**src/shared/lds_map.vh**
```
// Constants for the LED driver serial load and error block
`ifndef LDS_MAP_VH
`define LDS_MAP_VH

// ---------------------------------------------
// Shift chain geometry
// ---------------------------------------------
`define LDS_GS_BITS 192
`define LDS_DC_BITS 96
`define LDS_CHANNELS 16
`define LDS_CNT_W 8
`define LDS_GS_TOP 8'hBF
`define LDS_DC_TOP 8'h5F
`define LDS_TEF_OFS 8'h10

// ---------------------------------------------
// Register byte offsets
// ---------------------------------------------
`define LDS_OFF_CTRL 4'h0
`define LDS_OFF_STATUS 4'h4
`define LDS_OFF_LOD 4'h8
`define LDS_OFF_COUNT 4'hC

// ---------------------------------------------
// Field positions
// ---------------------------------------------
`define LDS_CTRL_CAPTURE 0
`define LDS_ST_OVERTEMP 0
`define LDS_ST_OPEN_LED 1
`define LDS_ST_MODE 2
`define LDS_ST_LATCH 3
`define LDS_ST_BLANK 4
`define LDS_ST_ERROR 5

// ---------------------------------------------
// Reset values
// ---------------------------------------------
`define LDS_RST_GS 192'h0
`define LDS_RST_DC 96'h0
`define LDS_RST_RDATA 32'h0

`endif

```
**src/lds_serial_latch.v**
```verilog
// Serial load path, latches, status readout and error output of the LED driver
// Overview of operation
// - Shift serial_in on each shift_clock rising edge
// - Latch strobe copies shift register into registers
// - First bit received becomes word MSB
// - Chain length 96 or 192 by mode
// - Strobe high writes grayscale or correction register
// - Strobe low holds both registers unchanged
// - Shifting leaves grayscale values alone while strobe is low; with strobe high in grayscale mode they follow the shift register
// - Latched grayscale replaces old values at once
// - Serial_out carries bits leaving shift register
// - Status bits readable through serial_out
// - Error pull-down on open-LED or overtemperature
// - No error leaves pull-down released
// - Error is OR of both flags
// - Output disable masks open-LED contribution
// - Mode low grayscale, high dot correction
// - Correction mode 96 bits, grayscale 192
// - Disable forces channels off, clears counter
// - Strobe falling edge captures open-LED status
//
// Chosen here: the register addresses and the Avalon-MM slave port.
`include "lds_map.vh"
`default_nettype none

module lds_serial_latch (
   input wire clk,
   input wire sys_rst,
   input wire shift_clock,
   input wire serial_in,
   input wire latch_strobe,
   input wire mode,
   input wire output_disable,
   input wire overtemp_detect,
   input wire [`LDS_CHANNELS-1:0] open_led_detect,
   input wire [3:0] avs_address,
   input wire avs_read,
   input wire avs_write,
   input wire [31:0] avs_writedata,
   output reg [31:0] avs_readdata,
   output reg avs_waitrequest,
   output reg serial_out,
   output reg error_flag_output,
   output reg error_flag_oe_n,
   output reg [`LDS_GS_BITS-1:0] grayscale_register,
   output reg [`LDS_DC_BITS-1:0] dot_correction_register,
   output reg sink_channel_off,
   output reg gs_counter_clear
);

   // ---------------------------------------------
   // Bus states
   // ---------------------------------------------
   localparam ST_IDLE = 2'b01;
   localparam ST_DONE = 2'b10;

   // ---------------------------------------------
   // Top index of the active chain
   // ---------------------------------------------
   function [7:0] top_index;
      input dc_mode;
      begin
         if (dc_mode) begin
            top_index = `LDS_DC_TOP;
         end else begin
            top_index = `LDS_GS_TOP;
         end
      end
   endfunction

   // ---------------------------------------------
   // Input synchronisers
   // ---------------------------------------------
   reg sck_q1_reg;
   reg sck_q2_reg;
   reg sck_q3_reg;
   reg sin_q1_reg;
   reg sin_q2_reg;
   reg lat_q1_reg;
   reg lat_q2_reg;
   reg lat_q3_reg;
   reg mode_q1_reg;
   reg mode_q2_reg;
   reg blank_q1_reg;
   reg blank_q2_reg;
   reg tef_q1_reg;
   reg tef_q2_reg;
   reg [`LDS_CHANNELS-1:0] lod_q1_reg;
   reg [`LDS_CHANNELS-1:0] lod_q2_reg;

   always @(posedge clk or posedge sys_rst) begin
      if (sys_rst) begin
         sck_q1_reg <= 1'b0;
         sck_q2_reg <= 1'b0;
         sck_q3_reg <= 1'b0;
         sin_q1_reg <= 1'b0;
         sin_q2_reg <= 1'b0;
         lat_q1_reg <= 1'b0;
         lat_q2_reg <= 1'b0;
         lat_q3_reg <= 1'b0;
         mode_q1_reg <= 1'b0;
         mode_q2_reg <= 1'b0;
         blank_q1_reg <= 1'b0;
         blank_q2_reg <= 1'b0;
         tef_q1_reg <= 1'b0;
         tef_q2_reg <= 1'b0;
         lod_q1_reg <= 16'h0000;
         lod_q2_reg <= 16'h0000;
      end else begin
         sck_q1_reg <= shift_clock;
         sck_q2_reg <= sck_q1_reg;
         sck_q3_reg <= sck_q2_reg;
         sin_q1_reg <= serial_in;
         sin_q2_reg <= sin_q1_reg;
         lat_q1_reg <= latch_strobe;
         lat_q2_reg <= lat_q1_reg;
         lat_q3_reg <= lat_q2_reg;
         mode_q1_reg <= mode;
         mode_q2_reg <= mode_q1_reg;
         blank_q1_reg <= output_disable;
         blank_q2_reg <= blank_q1_reg;
         tef_q1_reg <= overtemp_detect;
         tef_q2_reg <= tef_q1_reg;
         lod_q1_reg <= open_led_detect;
         lod_q2_reg <= lod_q1_reg;
      end
   end

   // ---------------------------------------------
   // Edge detection and flags
   // ---------------------------------------------
   wire shift_edge;
   wire latch_fall;
   wire overtemp_flag;
   wire open_led_flag;
   wire [7:0] top;

   assign shift_edge = sck_q2_reg & ~sck_q3_reg;
   assign latch_fall = lat_q3_reg & ~lat_q2_reg;
   assign overtemp_flag = tef_q2_reg;
   assign open_led_flag = (|lod_q2_reg) & ~blank_q2_reg;
   assign top = top_index(mode_q2_reg);

   // ---------------------------------------------
   // Bus state and registers
   // ---------------------------------------------
   reg [1:0] state_reg;
   reg [1:0] state_next;
   reg capture_req_reg;
   reg [`LDS_CHANNELS-1:0] lod_status_reg;
   reg [`LDS_CNT_W-1:0] shift_count_reg;
   wire bus_req;
   wire bus_done;
   wire ctrl_hit;

   assign bus_req = avs_read | avs_write;
   assign bus_done = state_reg == ST_DONE;
   assign ctrl_hit = avs_write & bus_done & (avs_address == `LDS_OFF_CTRL);

   always @* begin
      case (state_reg)
         ST_IDLE: begin
            if (bus_req) begin
               state_next = ST_DONE;
            end else begin
               state_next = ST_IDLE;
            end
         end
         ST_DONE: begin
            state_next = ST_IDLE;
         end
         default: begin
            state_next = ST_IDLE;
         end
      endcase
   end

   // ---------------------------------------------
   // Read data mux
   // ---------------------------------------------
   reg [31:0] rdata_next;

   always @* begin
      rdata_next = 32'h0000_0000;
      case (avs_address)
         `LDS_OFF_STATUS: begin
            rdata_next[`LDS_ST_OVERTEMP] = overtemp_flag;
            rdata_next[`LDS_ST_OPEN_LED] = open_led_flag;
            rdata_next[`LDS_ST_MODE] = mode_q2_reg;
            rdata_next[`LDS_ST_LATCH] = lat_q2_reg;
            rdata_next[`LDS_ST_BLANK] = blank_q2_reg;
            rdata_next[`LDS_ST_ERROR] = ~error_flag_oe_n;
         end
         `LDS_OFF_LOD: begin
            rdata_next[`LDS_CHANNELS-1:0] = lod_status_reg;
         end
         `LDS_OFF_COUNT: begin
            rdata_next[`LDS_CNT_W-1:0] = shift_count_reg;
         end
         default: begin
            rdata_next = 32'h0000_0000;
         end
      endcase
   end

   always @(posedge clk or posedge sys_rst) begin
      if (sys_rst) begin
         state_reg <= ST_IDLE;
         avs_waitrequest <= 1'b1;
         avs_readdata <= `LDS_RST_RDATA;
         capture_req_reg <= 1'b0;
      end else begin
         state_reg <= state_next;
         avs_waitrequest <= ~(state_next == ST_DONE);
         if (avs_read & (state_next == ST_DONE)) begin
            avs_readdata <= rdata_next;
         end
         capture_req_reg <= ctrl_hit & avs_writedata[`LDS_CTRL_CAPTURE];
      end
   end

   // ---------------------------------------------
   // Input shift register and status load
   // ---------------------------------------------
   reg [`LDS_GS_BITS-1:0] shift_reg;
   reg [`LDS_GS_BITS-1:0] status_word;
   integer i;

   always @* begin
      status_word = shift_reg;
      for (i = 0; i < `LDS_CHANNELS; i = i + 1) begin
         status_word[top - i[7:0]] = lod_q2_reg[`LDS_CHANNELS-1-i];
      end
      status_word[top - `LDS_TEF_OFS] = overtemp_flag;
   end

   always @(posedge clk or posedge sys_rst) begin
      if (sys_rst) begin
         shift_reg <= `LDS_RST_GS;
         lod_status_reg <= 16'h0000;
         shift_count_reg <= 8'h00;
      end else begin
         if (latch_fall | capture_req_reg) begin
            lod_status_reg <= lod_q2_reg;
            shift_reg <= status_word;
            shift_count_reg <= 8'h00;
         end else if (shift_edge) begin
            shift_reg <= {shift_reg[`LDS_GS_BITS-2:0], sin_q2_reg};
            shift_count_reg <= shift_count_reg + 8'h01;
         end
      end
   end

   // ---------------------------------------------
   // Serial output
   // ---------------------------------------------
   always @(posedge clk or posedge sys_rst) begin
      if (sys_rst) begin
         serial_out <= 1'b0;
      end else begin
         serial_out <= shift_reg[top];
      end
   end

   // ---------------------------------------------
   // Grayscale and correction latches
   // ---------------------------------------------
   always @(posedge clk or posedge sys_rst) begin
      if (sys_rst) begin
         grayscale_register <= `LDS_RST_GS;
         dot_correction_register <= `LDS_RST_DC;
      end else begin
         if (lat_q2_reg) begin
            if (mode_q2_reg) begin
               dot_correction_register <= shift_reg[`LDS_DC_BITS-1:0];
            end else begin
               grayscale_register <= shift_reg;
            end
         end
      end
   end

   // ---------------------------------------------
   // Error output and channel disable
   // ---------------------------------------------
   always @(posedge clk or posedge sys_rst) begin
      if (sys_rst) begin
         error_flag_output <= 1'b0;
         error_flag_oe_n <= 1'b1;
         sink_channel_off <= 1'b1;
         gs_counter_clear <= 1'b1;
      end else begin
         error_flag_output <= 1'b0;
         error_flag_oe_n <= ~(overtemp_flag | open_led_flag);
         sink_channel_off <= blank_q2_reg;
         gs_counter_clear <= blank_q2_reg;
      end
   end

endmodule

`default_nettype wire

```
**config.mk**
```make
export PLATFORM = sky130hd
export DESIGN_NAME = lds_serial_latch
export DESIGN_NICKNAME = d
export VERILOG_FILES = /design/src/lds_serial_latch.v
export VERILOG_INCLUDE_DIRS = /design/src /design/src/shared
export SDC_FILE = /design/constraint.sdc
export NUM_CORES = 1
export LEC_CHECK = 0
export ABC_AREA = 1
export BUFFER_PORTS_ARGS = -buffer_cell sky130_fd_sc_hd__buf_4
export CORE_ASPECT_RATIO = 0.7
export CORE_MARGIN = 3
export CORE_UTILIZATION = 52
export CTS_BUF_LIST = sky130_fd_sc_hd__clkbuf_16
export DETAILED_ROUTE_END_ITERATION = 10
export PLACE_DENSITY = 0.75
export SYNTH_ARGS = -nofsm -noshare
export SYNTH_HDL_FRONTEND = slang
export SYNTH_SLANG_ARGS = --single-unit
```
**constraint.sdc**
```tcl
create_clock -name clk -period 42.3 [get_ports clk]
set_input_delay 2.115 -clock clk [delete_from_list [all_inputs] [get_ports clk]]
set_output_delay 2.115 -clock clk [all_outputs]
set_load 0.02 [all_outputs]
```
# Word level (Yosys, flattened, before mapping)
# Cells that the tools add are included.
dict set report totals {
  register_bits 573
  input_bits 62
  out_inout_bits 326
  wordCells 187
}
dict set report classes {
  n_addsub 17
  order_cmp 34
  n_eq_ne 6
  mux 63
  bitwise 17
  n_reduce_logical 22
}
# op n
set ops {}
lappend ops {{bitwise mux 192 bit} 17}
lappend ops {{2-to-1 mux 192 bit} 2}
lappend ops {{less-than comparator 8 x 9 -> 1 bit (second input constant)} 17}
lappend ops {{demux 1 bit (select 8 bit)} 17}
lappend ops {{>= comparator 8 x 1 -> 1 bit (second input constant)} 17}
lappend ops {{subtractor 8 x 4 -> 8 bit (second input constant)} 8}
lappend ops {{2-to-1 mux 8 bit} 4}
lappend ops {{subtractor 8 x 3 -> 8 bit (second input constant)} 4}
lappend ops {{2-to-1 mux 1 bit} 18}
lappend ops {{one-hot mux 6 bit (3 select lines)} 1}
lappend ops {{logical AND 1 bit} 17}
lappend ops {{OR reduction 16 bit} 1}
lappend ops {{subtractor 8 x 2 -> 8 bit (second input constant)} 2}
lappend ops {{adder 8 x 1 -> 8 bit (second input constant)} 1}
lappend ops {{binary-select mux 1 bit (select 8 bit)} 1}
lappend ops {{== test 4 bit (second input constant)} 2}
lappend ops {{subtractor 8 x 1 -> 8 bit (second input constant)} 1}
lappend ops {{subtractor 8 x 5 -> 8 bit (second input constant)} 1}
lappend ops {{bitwise AND 1 bit} 7}
lappend ops {{NOT 1 bit} 7}
lappend ops {{== test 2 bit (second input constant)} 2}
lappend ops {{== test 4 x 3 -> 1 bit (second input constant)} 1}
lappend ops {{logical NOT 4 bit} 1}
lappend ops {{2-to-1 mux 2 bit} 2}
lappend ops {{5 further kinds} 8}

# Depth between registers and ports, before layout
# Gate-level depths: netlist of the first run.
dict set report logic_depth {
  ltp_word 23
  mapped_depth 9
  depth_no_buf 9
}

# Worst setup path after synthesis of the first run
# OpenSTA, ideal clock, no wires.
dict set report synth_timing {
  path_kind {input to register}
  startpoint {in avs_address[1]}
  endpoint {reg avs_readdata[6]}
  setup_time_ns 0.088
  t_arrival_ns 2.889
  required_time_ns 42.212
  slack_ns 39.324
  stages 5
  path_buffers 0
  cell_sequence {nor2_2 -> nand2_1 -> nor2_2 -> nand2_1 -> o211ai_1}
}
dict set report synth_between {
  elab_chain_len 2
  elab_cells_between_ends 3
  classes_between {eq/ne: 2; mux: 1}
}
# element line
set synth_lines {}
lappend synth_lines {{from (decl)} lds_serial_latch.v:36} ;# input wire [3:0] avs_address,
lappend synth_lines {{== test 4 bit} lds_serial_latch.v:185} ;# case (avs_address)
lappend synth_lines {{one-hot mux 2 bit (2 select lines) *} lds_serial_latch.v:185}
lappend synth_lines {{to (signal assigned)} lds_serial_latch.v:210} ;# avs_readdata <= `LDS_RST_RDATA;
lappend synth_lines {{to (signal assigned)} lds_serial_latch.v:216} ;# avs_readdata <= rdata_next;
lappend synth_lines {{to (decl)} lds_serial_latch.v:40} ;# output reg [31:0] avs_readdata,
# Mark *: on every way between the ends. The rest lies on a longest branch, timed or not.
# A chain may end at the register's enable or synchronous reset.

==> flow_metrics.py, run 1 <==
metrics = {
    "setup_path": {
        "timing.critical_path.cells": "buf_4, inv_8, buf_4, buf_4",
        "critical_path.endpoint_type": "async pin",
        "worst_path_max_delay_cell": "sky130_fd_sc_hd__buf_4",
        "critical_path_required_ps": 42840,
        "path_class": "input port to async pin",
        "crit_fanout": 148,
        "regToRegStartpoint": "mode_q2_reg$_DFF_PP0_",
        "crit_path_max_incr_delay_ps": 910,
        "critPathLaunchType": "input port",
        "critical_path.most_common_cell": "sky130_fd_sc_hd__buf_4",
        "r2r_slack_ps": 38990,
        "critical_path_arrival_ps": 4800,
        "reg2regPathDepth": 4,
        "reg_to_reg_endpoint": "grayscale_register[168]$_DFFE_PP0P_",
    },
    "clock_tree": {
        "tritoncts": "done",
        "cts_clock_pin_slew_for_the_worst_setup_and_hold_paths_ps": 70,
        "ctsResizeCount": 0,
        "ctsHtreeMaxLevel": 2,
        "worst_skew_pair.late_latency_ps": 570,
        "post_cts_setup_repair_bufs": 0,
        "post_cts_hold_buffer_count": 0,
        "number_of_buffers_created_by_cts": 52,
        "clk_root_buffer_cell": "sky130_fd_sc_hd__clkbuf_16",
        "numClockSinks": 572,
        "clockBufferDepth": 3,
    },
    "placement": {
        "place_congestion": 0.881,
        "detailed_place_hpwl_mm": 32.1,
        "placed_cells": 2867,
        "port-buffer-count": 339,
        "placed_inst_area_um2": 23800,
    },
    "route": {
        "drtAntennaViolNets": 0,
        "remaining_drc_errors": 0,
        "detail_route.vias_per_cell": 5.12,
        "avgRoutedWirePerCell_um": 16.6,
        "detail_route.wirelength_mm": 49.1,
        "vias": 15200,
        "drt-pass1-iter-count": 6,
        "drt_first_iter_violations": 1414,
    },
    "logic_synthesis": {
        "postSynthAreaPerCell_um2": 10.0,
        "ys_ff_latch": 572,
        "synth_cell_type_count": 31,
        "yosys.area.top_type_share_pct": 67.6,
        "synth.largest_area_cell": "sky130_fd_sc_hd__dfrtp_1",
        "synth_top_cells_by_area": "sky130_fd_sc_hd__dfrtp_1 68%, sky130_fd_sc_hd__nand2_1 10%, sky130_fd_sc_hd__o21ai_0 9.7%",
        "post_synth_edffs": 0,
        "async_flop_share_pct": 100,
        "synth_area_um2": 21100,
        "syn-instance-count": 2098,
        "postSynth.topFlopCell": "sky130_fd_sc_hd__dfrtp_1",
        "seq_area_frac_synth_pct": 68.0,
        "yosysWarningCount": 0,
    },
    "timing": {
        "totalNegativeSetupSlack_ps": 0,
        "grt_setup_unrepaired": "no",
        "layout_worst_path_cycle_share_pct": 10.1,
        "finalSetupViolations": 0,
        "worstMarginPinSlew_ps": 1020,
        "slew_violations": 0,
        "fin_crit_ps": 4260,
        "slew-limit-headroom_pct": 32.2,
        "hold_fails_final_rpt": 0,
        "fmaxAchievable_ghz": 0.235,
        "timing.clock.skew_ps": 18.0,
    },
    "pwr": {
        "p_int_uw": 926,
        "irDropWorstVdd_uv": 32.8,
        "power.sequential.fraction_pct": 48.5,
        "total_switching_power_uw": 318,
        "leakage_uw": 0.0124,
        "p_per_area_nw_per_um2": 48.6,
        "pwr-share-comb_pct": 11.2,
        "power.clock.fraction_pct": 40.3,
        "power.switching_fraction_pct": 25.6,
    },
    "hold_path": {
        "path_class_of_the_lowest_slack_min_delay_path": "flip-flop to flip-flop",
        "whs_endpoint": "lod_q2_reg[1]$_DFF_PP0_",
        "holdPathStages": 0,
        "hold_start": "lod_q1_reg[1]$_DFF_PP0_",
    },
    "final_layout": {
        "final_layout_size_suffix_gt1_share_pct": 18.6,
        "multi_input_comb_area_um2": 5310,
        "fin_nets": 2449,
        "seq_area_um2": 14300,
        "final_cell_area_um2": 25600,
        "postLayoutCoreUtil_pct": 64.3,
        "final_cells": 2965,
        "area_growth_pct": 21.7,
        "num_antenna_cells": 0,
        "fill_cells": 3167,
    },
    "global_routing": {
        "grt_antenna_before_repair": 1,
        "grt.overflow.total": 0,
        "wire_length_of_the_first_global_routing_pass_mm": 78.8,
        "grt_pass1_vias": 14800,
        "grt_max_degree": 196,
        "grtUsageTotal_pct": 22.8,
    },
    "floorplan": {
        "chipWidth_um": 247,
        "dieArea_um2": 43000,
        "dieHeight_um": 174,
        "start_util_pct": 52.9,
        "fp-row-count": 61,
        "top_level_ports": 388,
        "placeableCoreArea_um2": 39800,
    },
    "outcome": {
        "result_of_the_run": "complete, no violations",
    },
    "job": {
        "drv_cap": 0,
    },
}
## worst max-delay path: cells and delay by family
family,cells,cell delay (ps)
buffers and inverters,4,2470
## cells by family after synthesis
| family | Yosys count | share of synthesized area [%] |
|---|---|---|
| AOI/OAI and AO/OA | 545 | 13.2 |
| adders and majority gates | 1 | 0.0594 |
| buffers and inverters | 356 | 7.18 |
| DFF | 572 | 68.0 |
| other | 1 | 0.0178 |
| and+or+nand+nor | 623 | 11.5 |
## per-layer routing
metal	up-vias	share of wire (%)	wire [um]	global-route usage (%)
li1	7218	-	-	-
met1	7445	43	21100	31.5
met2	438	46	22600	35.5
met3	80	8.0	3930	6.58
met4	2	2.8	1360	6.48
met5	-	0.026	13	0
## power by group through the flow
| stage | Clock, uW | Sequential, uW | Combinational, uW |
|---|---|---|---|
| 5_1_grt | 536 | 607 | 153 |
| 3_5_place_dp | 0 | 613 | 140 |
| 2_1_floorplan | 0 | 633 | 60.6 |
| 4_1_cts | 512 | 603 | 141 |
| 3_3_place_gp | 0 | 612 | 137 |
| 6_report | 502 | 603 | 139 |
## through the flow
step	hold WS, ps	setup slack [ps]	total power [uW]
final	342	38040	1240
after global routing	351	37610	1300
after CTS	349	37950	1260
after detailed placement	336	37310	753
after global placement	334	37370	749
after floorplan	331	24190	694
## layout make-up
cell class | instances | share of cell area, %
clock buffers | 54 | 5.27
multi-input cells | 1186 | 20.7
repair buffers | 350 | 10.3
flip-flops and latches | 572 | 55.9
well taps | 535 | 2.61
clock inverters | 44 | 1.92
inverters | 224 | 3.31
## how the worst max path moves through the flow
stage | to | startpoint
5_1_grt | grayscale_register[130]$_DFFE_PP0P_ | sys_rst
2_1_floorplan | avs_readdata[0]$_DFFE_PP0P_ | sys_rst
3_3_place_gp | grayscale_register[121]$_DFFE_PP0P_ | sys_rst
3_5_place_dp | shift_reg[101]$_DFFE_PP0P_ | sys_rst
4_1_cts | shift_reg[147]$_DFFE_PP0P_ | sys_rst
6_report | sin_q2_reg$_DFF_PP0_ | sys_rst
## placed cells by master (no fill, tap or decap), drive strengths merged
master,synthesis,routed
clkbuf,40,54
ha,1,1
nor3,5,5
o21ai,504,504
a21oi,3,3
clkinv,1,28
nand3b,1,1
nand4,2,2
buf,92,350
dfrtp,569,569
a211oi,1,1
nor2,24,24
bufinv,0,11
inv,223,229
o211ai,6,6
a22o,1,1
o22ai,30,30
nand2,580,580
conb,1,17
nand3,11,11
dfstp,3,3
## synthesized netlist by cell type, types with 2 or more instances
cell type and instances:
sky130_fd_sc_hd__clkbuf_2 2, sky130_fd_sc_hd__nor3_1 4, sky130_fd_sc_hd__nand4_1 2, sky130_fd_sc_hd__nor2_4 2
sky130_fd_sc_hd__o21ai_0 407, sky130_fd_sc_hd__inv_1 217, sky130_fd_sc_hd__dfstp_2 3, sky130_fd_sc_hd__buf_4 26
sky130_fd_sc_hd__a21oi_1 3, sky130_fd_sc_hd__buf_1 5, sky130_fd_sc_hd__dfrtp_1 569, sky130_fd_sc_hd__inv_2 6
sky130_fd_sc_hd__nand3_1 11, sky130_fd_sc_hd__nor2_2 3, sky130_fd_sc_hd__buf_2 61, sky130_fd_sc_hd__o21ai_1 97
sky130_fd_sc_hd__nand2_1 578, sky130_fd_sc_hd__o22ai_1 30, sky130_fd_sc_hd__clkbuf_1 38, sky130_fd_sc_hd__nor2_1 18
sky130_fd_sc_hd__o211ai_1 6
Power figures use the tool's default switching activity.
==> inputs of run 2 (changes only) <==
==> constraint.sdc (replaced) <==
create_clock -name clk -period 4.1 [get_ports clk]
set_input_delay 0.205 -clock clk [delete_from_list [all_inputs] [get_ports clk]]
set_output_delay 0.205 -clock clk [all_outputs]
set_load 0.02 [all_outputs]
==> run 2 against run 1 <==
Clock skew is 1.3 ps lower. Sequential share of layout area decreased by 0.53 points. Hold slack worse by 290 ps. Clock power grew to 9.1 times the previous value. Critical path type is now flip-flop to flip-flop. Largest cell class unchanged. Largest power group unchanged. Highest routed layer is now met4.
==> flow_metrics.py, run 2 (synthesized netlist as in run 1, its figures left out) <==
metrics = {
    "final_layout": {
        "commonest_non_fill_non_tap_cell_in_the_layout": "sky130_fd_sc_hd__nand2_1",
        "mostFrequentLayoutCells": "576 x sky130_fd_sc_hd__nand2_1, 569 x sky130_fd_sc_hd__dfrtp_1, 407 x sky130_fd_sc_hd__o21ai_0",
        "final_layout_size_suffix_gt1_share_pct": 18.2,
        "postLayoutCoreUtil_pct": 64.9,
        "fill_cells": 3077,
        "area_growth_pct": 22.8,
        "final_cells": 2997,
        "fin_nets": 2489,
    },
    "clock_tree": {
        "clockBufferDepth": 3,
        "number_of_buffers_created_by_cts": 51,
        "cts_clock_pin_slew_for_the_worst_setup_and_hold_paths_ps": 60,
        "numClockSinks": 572,
        "ctsHtreeMaxLevel": 2,
        "clk_root_buffer_cell": "sky130_fd_sc_hd__clkbuf_16",
        "worst_skew_pair.late_latency_ps": 570,
        "tritoncts": "done",
        "post_cts_setup_repair_bufs": 0,
    },
    "setup_path": {
        "crit_fanout": 71,
        "timing.critical_path.cells": "inv_2, nand2_4, buf_4, nand2_1, o21ai_0",
        "critical_path.endpoint_type": "flip-flop",
        "critical_path_arrival_ps": 3110,
        "critPathLaunchType": "flip-flop",
        "worst_path_max_delay_cell": "sky130_fd_sc_hd__dfrtp_1",
        "crit_path_max_incr_delay_ps": 910,
        "critical_path_required_ps": 4580,
        "path_class": "flip-flop to flip-flop",
    },
    "pwr": {
        "leakage_uw": 0.0125,
        "p_per_area_nw_per_um2": 476,
        "irDropWorstVdd_uv": 319,
    },
    "timing": {
        "layout_worst_path_cycle_share_pct": 64.2,
        "worst_slack_ps": 1470,
        "finalSetupViolations": 0,
        "worstMarginPinSlew_ps": 1200,
        "slew-limit-headroom_pct": 20.1,
        "totalNegativeSetupSlack_ps": 0,
        "grt_setup_unrepaired": "no",
        "fmaxAchievable_ghz": 0.380,
        "hold_fails_final_rpt": 0,
        "timing.clock.skew_ps": 16.7,
        "slew_violations": 0,
        "fin_crit_ps": 2630,
    },
    "global_routing": {
        "grt_max_degree": 252,
        "wire_length_of_the_first_global_routing_pass_mm": 80.2,
        "grt.overflow.total": 0,
        "grt_antenna_before_repair": 0,
        "grt_pass1_vias": 14900,
        "grtUsageTotal_pct": 23.2,
    },
    "placement": {
        "port-buffer-count": 339,
        "place_ws_ps": 1520,
        "detailed_place_hpwl_mm": 33.1,
        "placed_cells": 2878,
        "place_congestion": 0.907,
    },
    "hold_path": {
        "path_class_of_the_lowest_slack_min_delay_path": "input port to flip-flop",
    },
    "route": {
        "detail_route.wirelength_mm": 49.5,
        "drtAntennaViolNets": 0,
        "avgRoutedWirePerCell_um": 16.5,
        "drt-pass1-iter-count": 5,
        "detail_route.vias_per_cell": 5.13,
        "drt_first_iter_violations": 1456,
        "vias": 15400,
        "remaining_drc_errors": 0,
    },
    "floorplan": {
        "dieHeight_um": 174,
        "placeableCoreArea_um2": 39800,
        "chipWidth_um": 247,
        "fp-row-count": 61,
        "top_level_ports": 388,
        "start_util_pct": 52.9,
        "dieArea_um2": 43000,
    },
    "outcome": {
        "result_of_the_run": "complete, no violations",
    },
    "job": {
        "drv_cap": 0,
    },
}
run 2: cell types whose count changed in the layout (fill, tap and decap cells not counted):
cell                            change
sky130_fd_sc_hd__diode_2            +1
sky130_fd_sc_hd__inv_8              -1
sky130_fd_sc_hd__clkinv_2           -4
sky130_fd_sc_hd__clkinv_1           -1
sky130_fd_sc_hd__clkbuf_16          -1
sky130_fd_sc_hd__buf_4              +1
sky130_fd_sc_hd__buf_12            +10
sky130_fd_sc_hd__bufinv_16          -7
sky130_fd_sc_hd__inv_1              +4
sky130_fd_sc_hd__clkinv_4           -1
sky130_fd_sc_hd__clkinvlp_4         +2
sky130_fd_sc_hd__dlygate4sd3_1     +30
sky130_fd_sc_hd__clkinv_8           -1
run 2: per-layer routing:
metal / part of all wire (%) / track usage [%] / vias to the layer above
met5: 0 / 0 / -
met4: 2.9 / 6.94 / 0
met3: 8.8 / 6.58 / 88
met2: 46 / 35.8 / 473
met1: 42 / 32.4 / 7488
li1: - / - / 7320
run 2: what timing repair did:
item | CTS | global route
hold buffers | 30 | 0
resized for setup | 0 | 0
hold endpoints to repair | 58 | 0
run 2: cell type report:
type                    instances  area [um2]  share of cell area [%]
flip-flops and latches        572       14300                    55.3
multi-input cells            1186        5310                    20.5
repair buffers                391        3150                    12.2
clock buffers                  53        1330                    5.13
inverters                     224         845                    3.26
well taps                     535         669                    2.59
clock inverters                35         255                   0.987
diodes                          1        2.50                 0.00967
run 2: where the power goes:
part           switching [uW]  internal (uW)  total, uW  leakage [uW]
clock                    2010           2570       4590      0.000816
sequential                218           6020       6230       0.00776
combinational             989            501       1490       0.00392
total                    3220           9090      12300        0.0125
run 2: critical path, delay by kind of cell (launching register included):
kind / cells / cell delay [ps]
compound gates: 1 / 90
flops: 1 / 910
buf+inv: 2 / 760
simple gates: 2 / 760
run 2: final timing paths:
path,depth (start not counted),slack [ps],startpoint,to
max in group asynchronous,5,2530,sys_rst,dot_correction_register[49]$_DFFE_PP0P_
setup reg to reg,5,1470,mode_q2_reg$_DFF_PP0_,grayscale_register[55]$_DFFE_PP0P_
setup / recovery,5,1470,mode_q2_reg$_DFF_PP0_,grayscale_register[55]$_DFFE_PP0P_
hold / removal,4,60,avs_address[3],avs_readdata[5]$_DFFE_PP0P_
min in group asynchronous,3,400,sys_rst,avs_readdata[12]$_DFFE_PP0P_
hold reg to reg,0,340,sck_q1_reg$_DFF_PP0_,sck_q2_reg$_DFF_PP0_
run 2: per-stage QoR:
step,instance area (um2),power [uW],hold WS [ps]
after detailed placement,24000,7800,315
after CTS,25900,12400,26.9
after global placement,24000,7760,316
after global routing,25900,12900,105
after floorplan,21100,7160,236
final,25900,12300,55.3
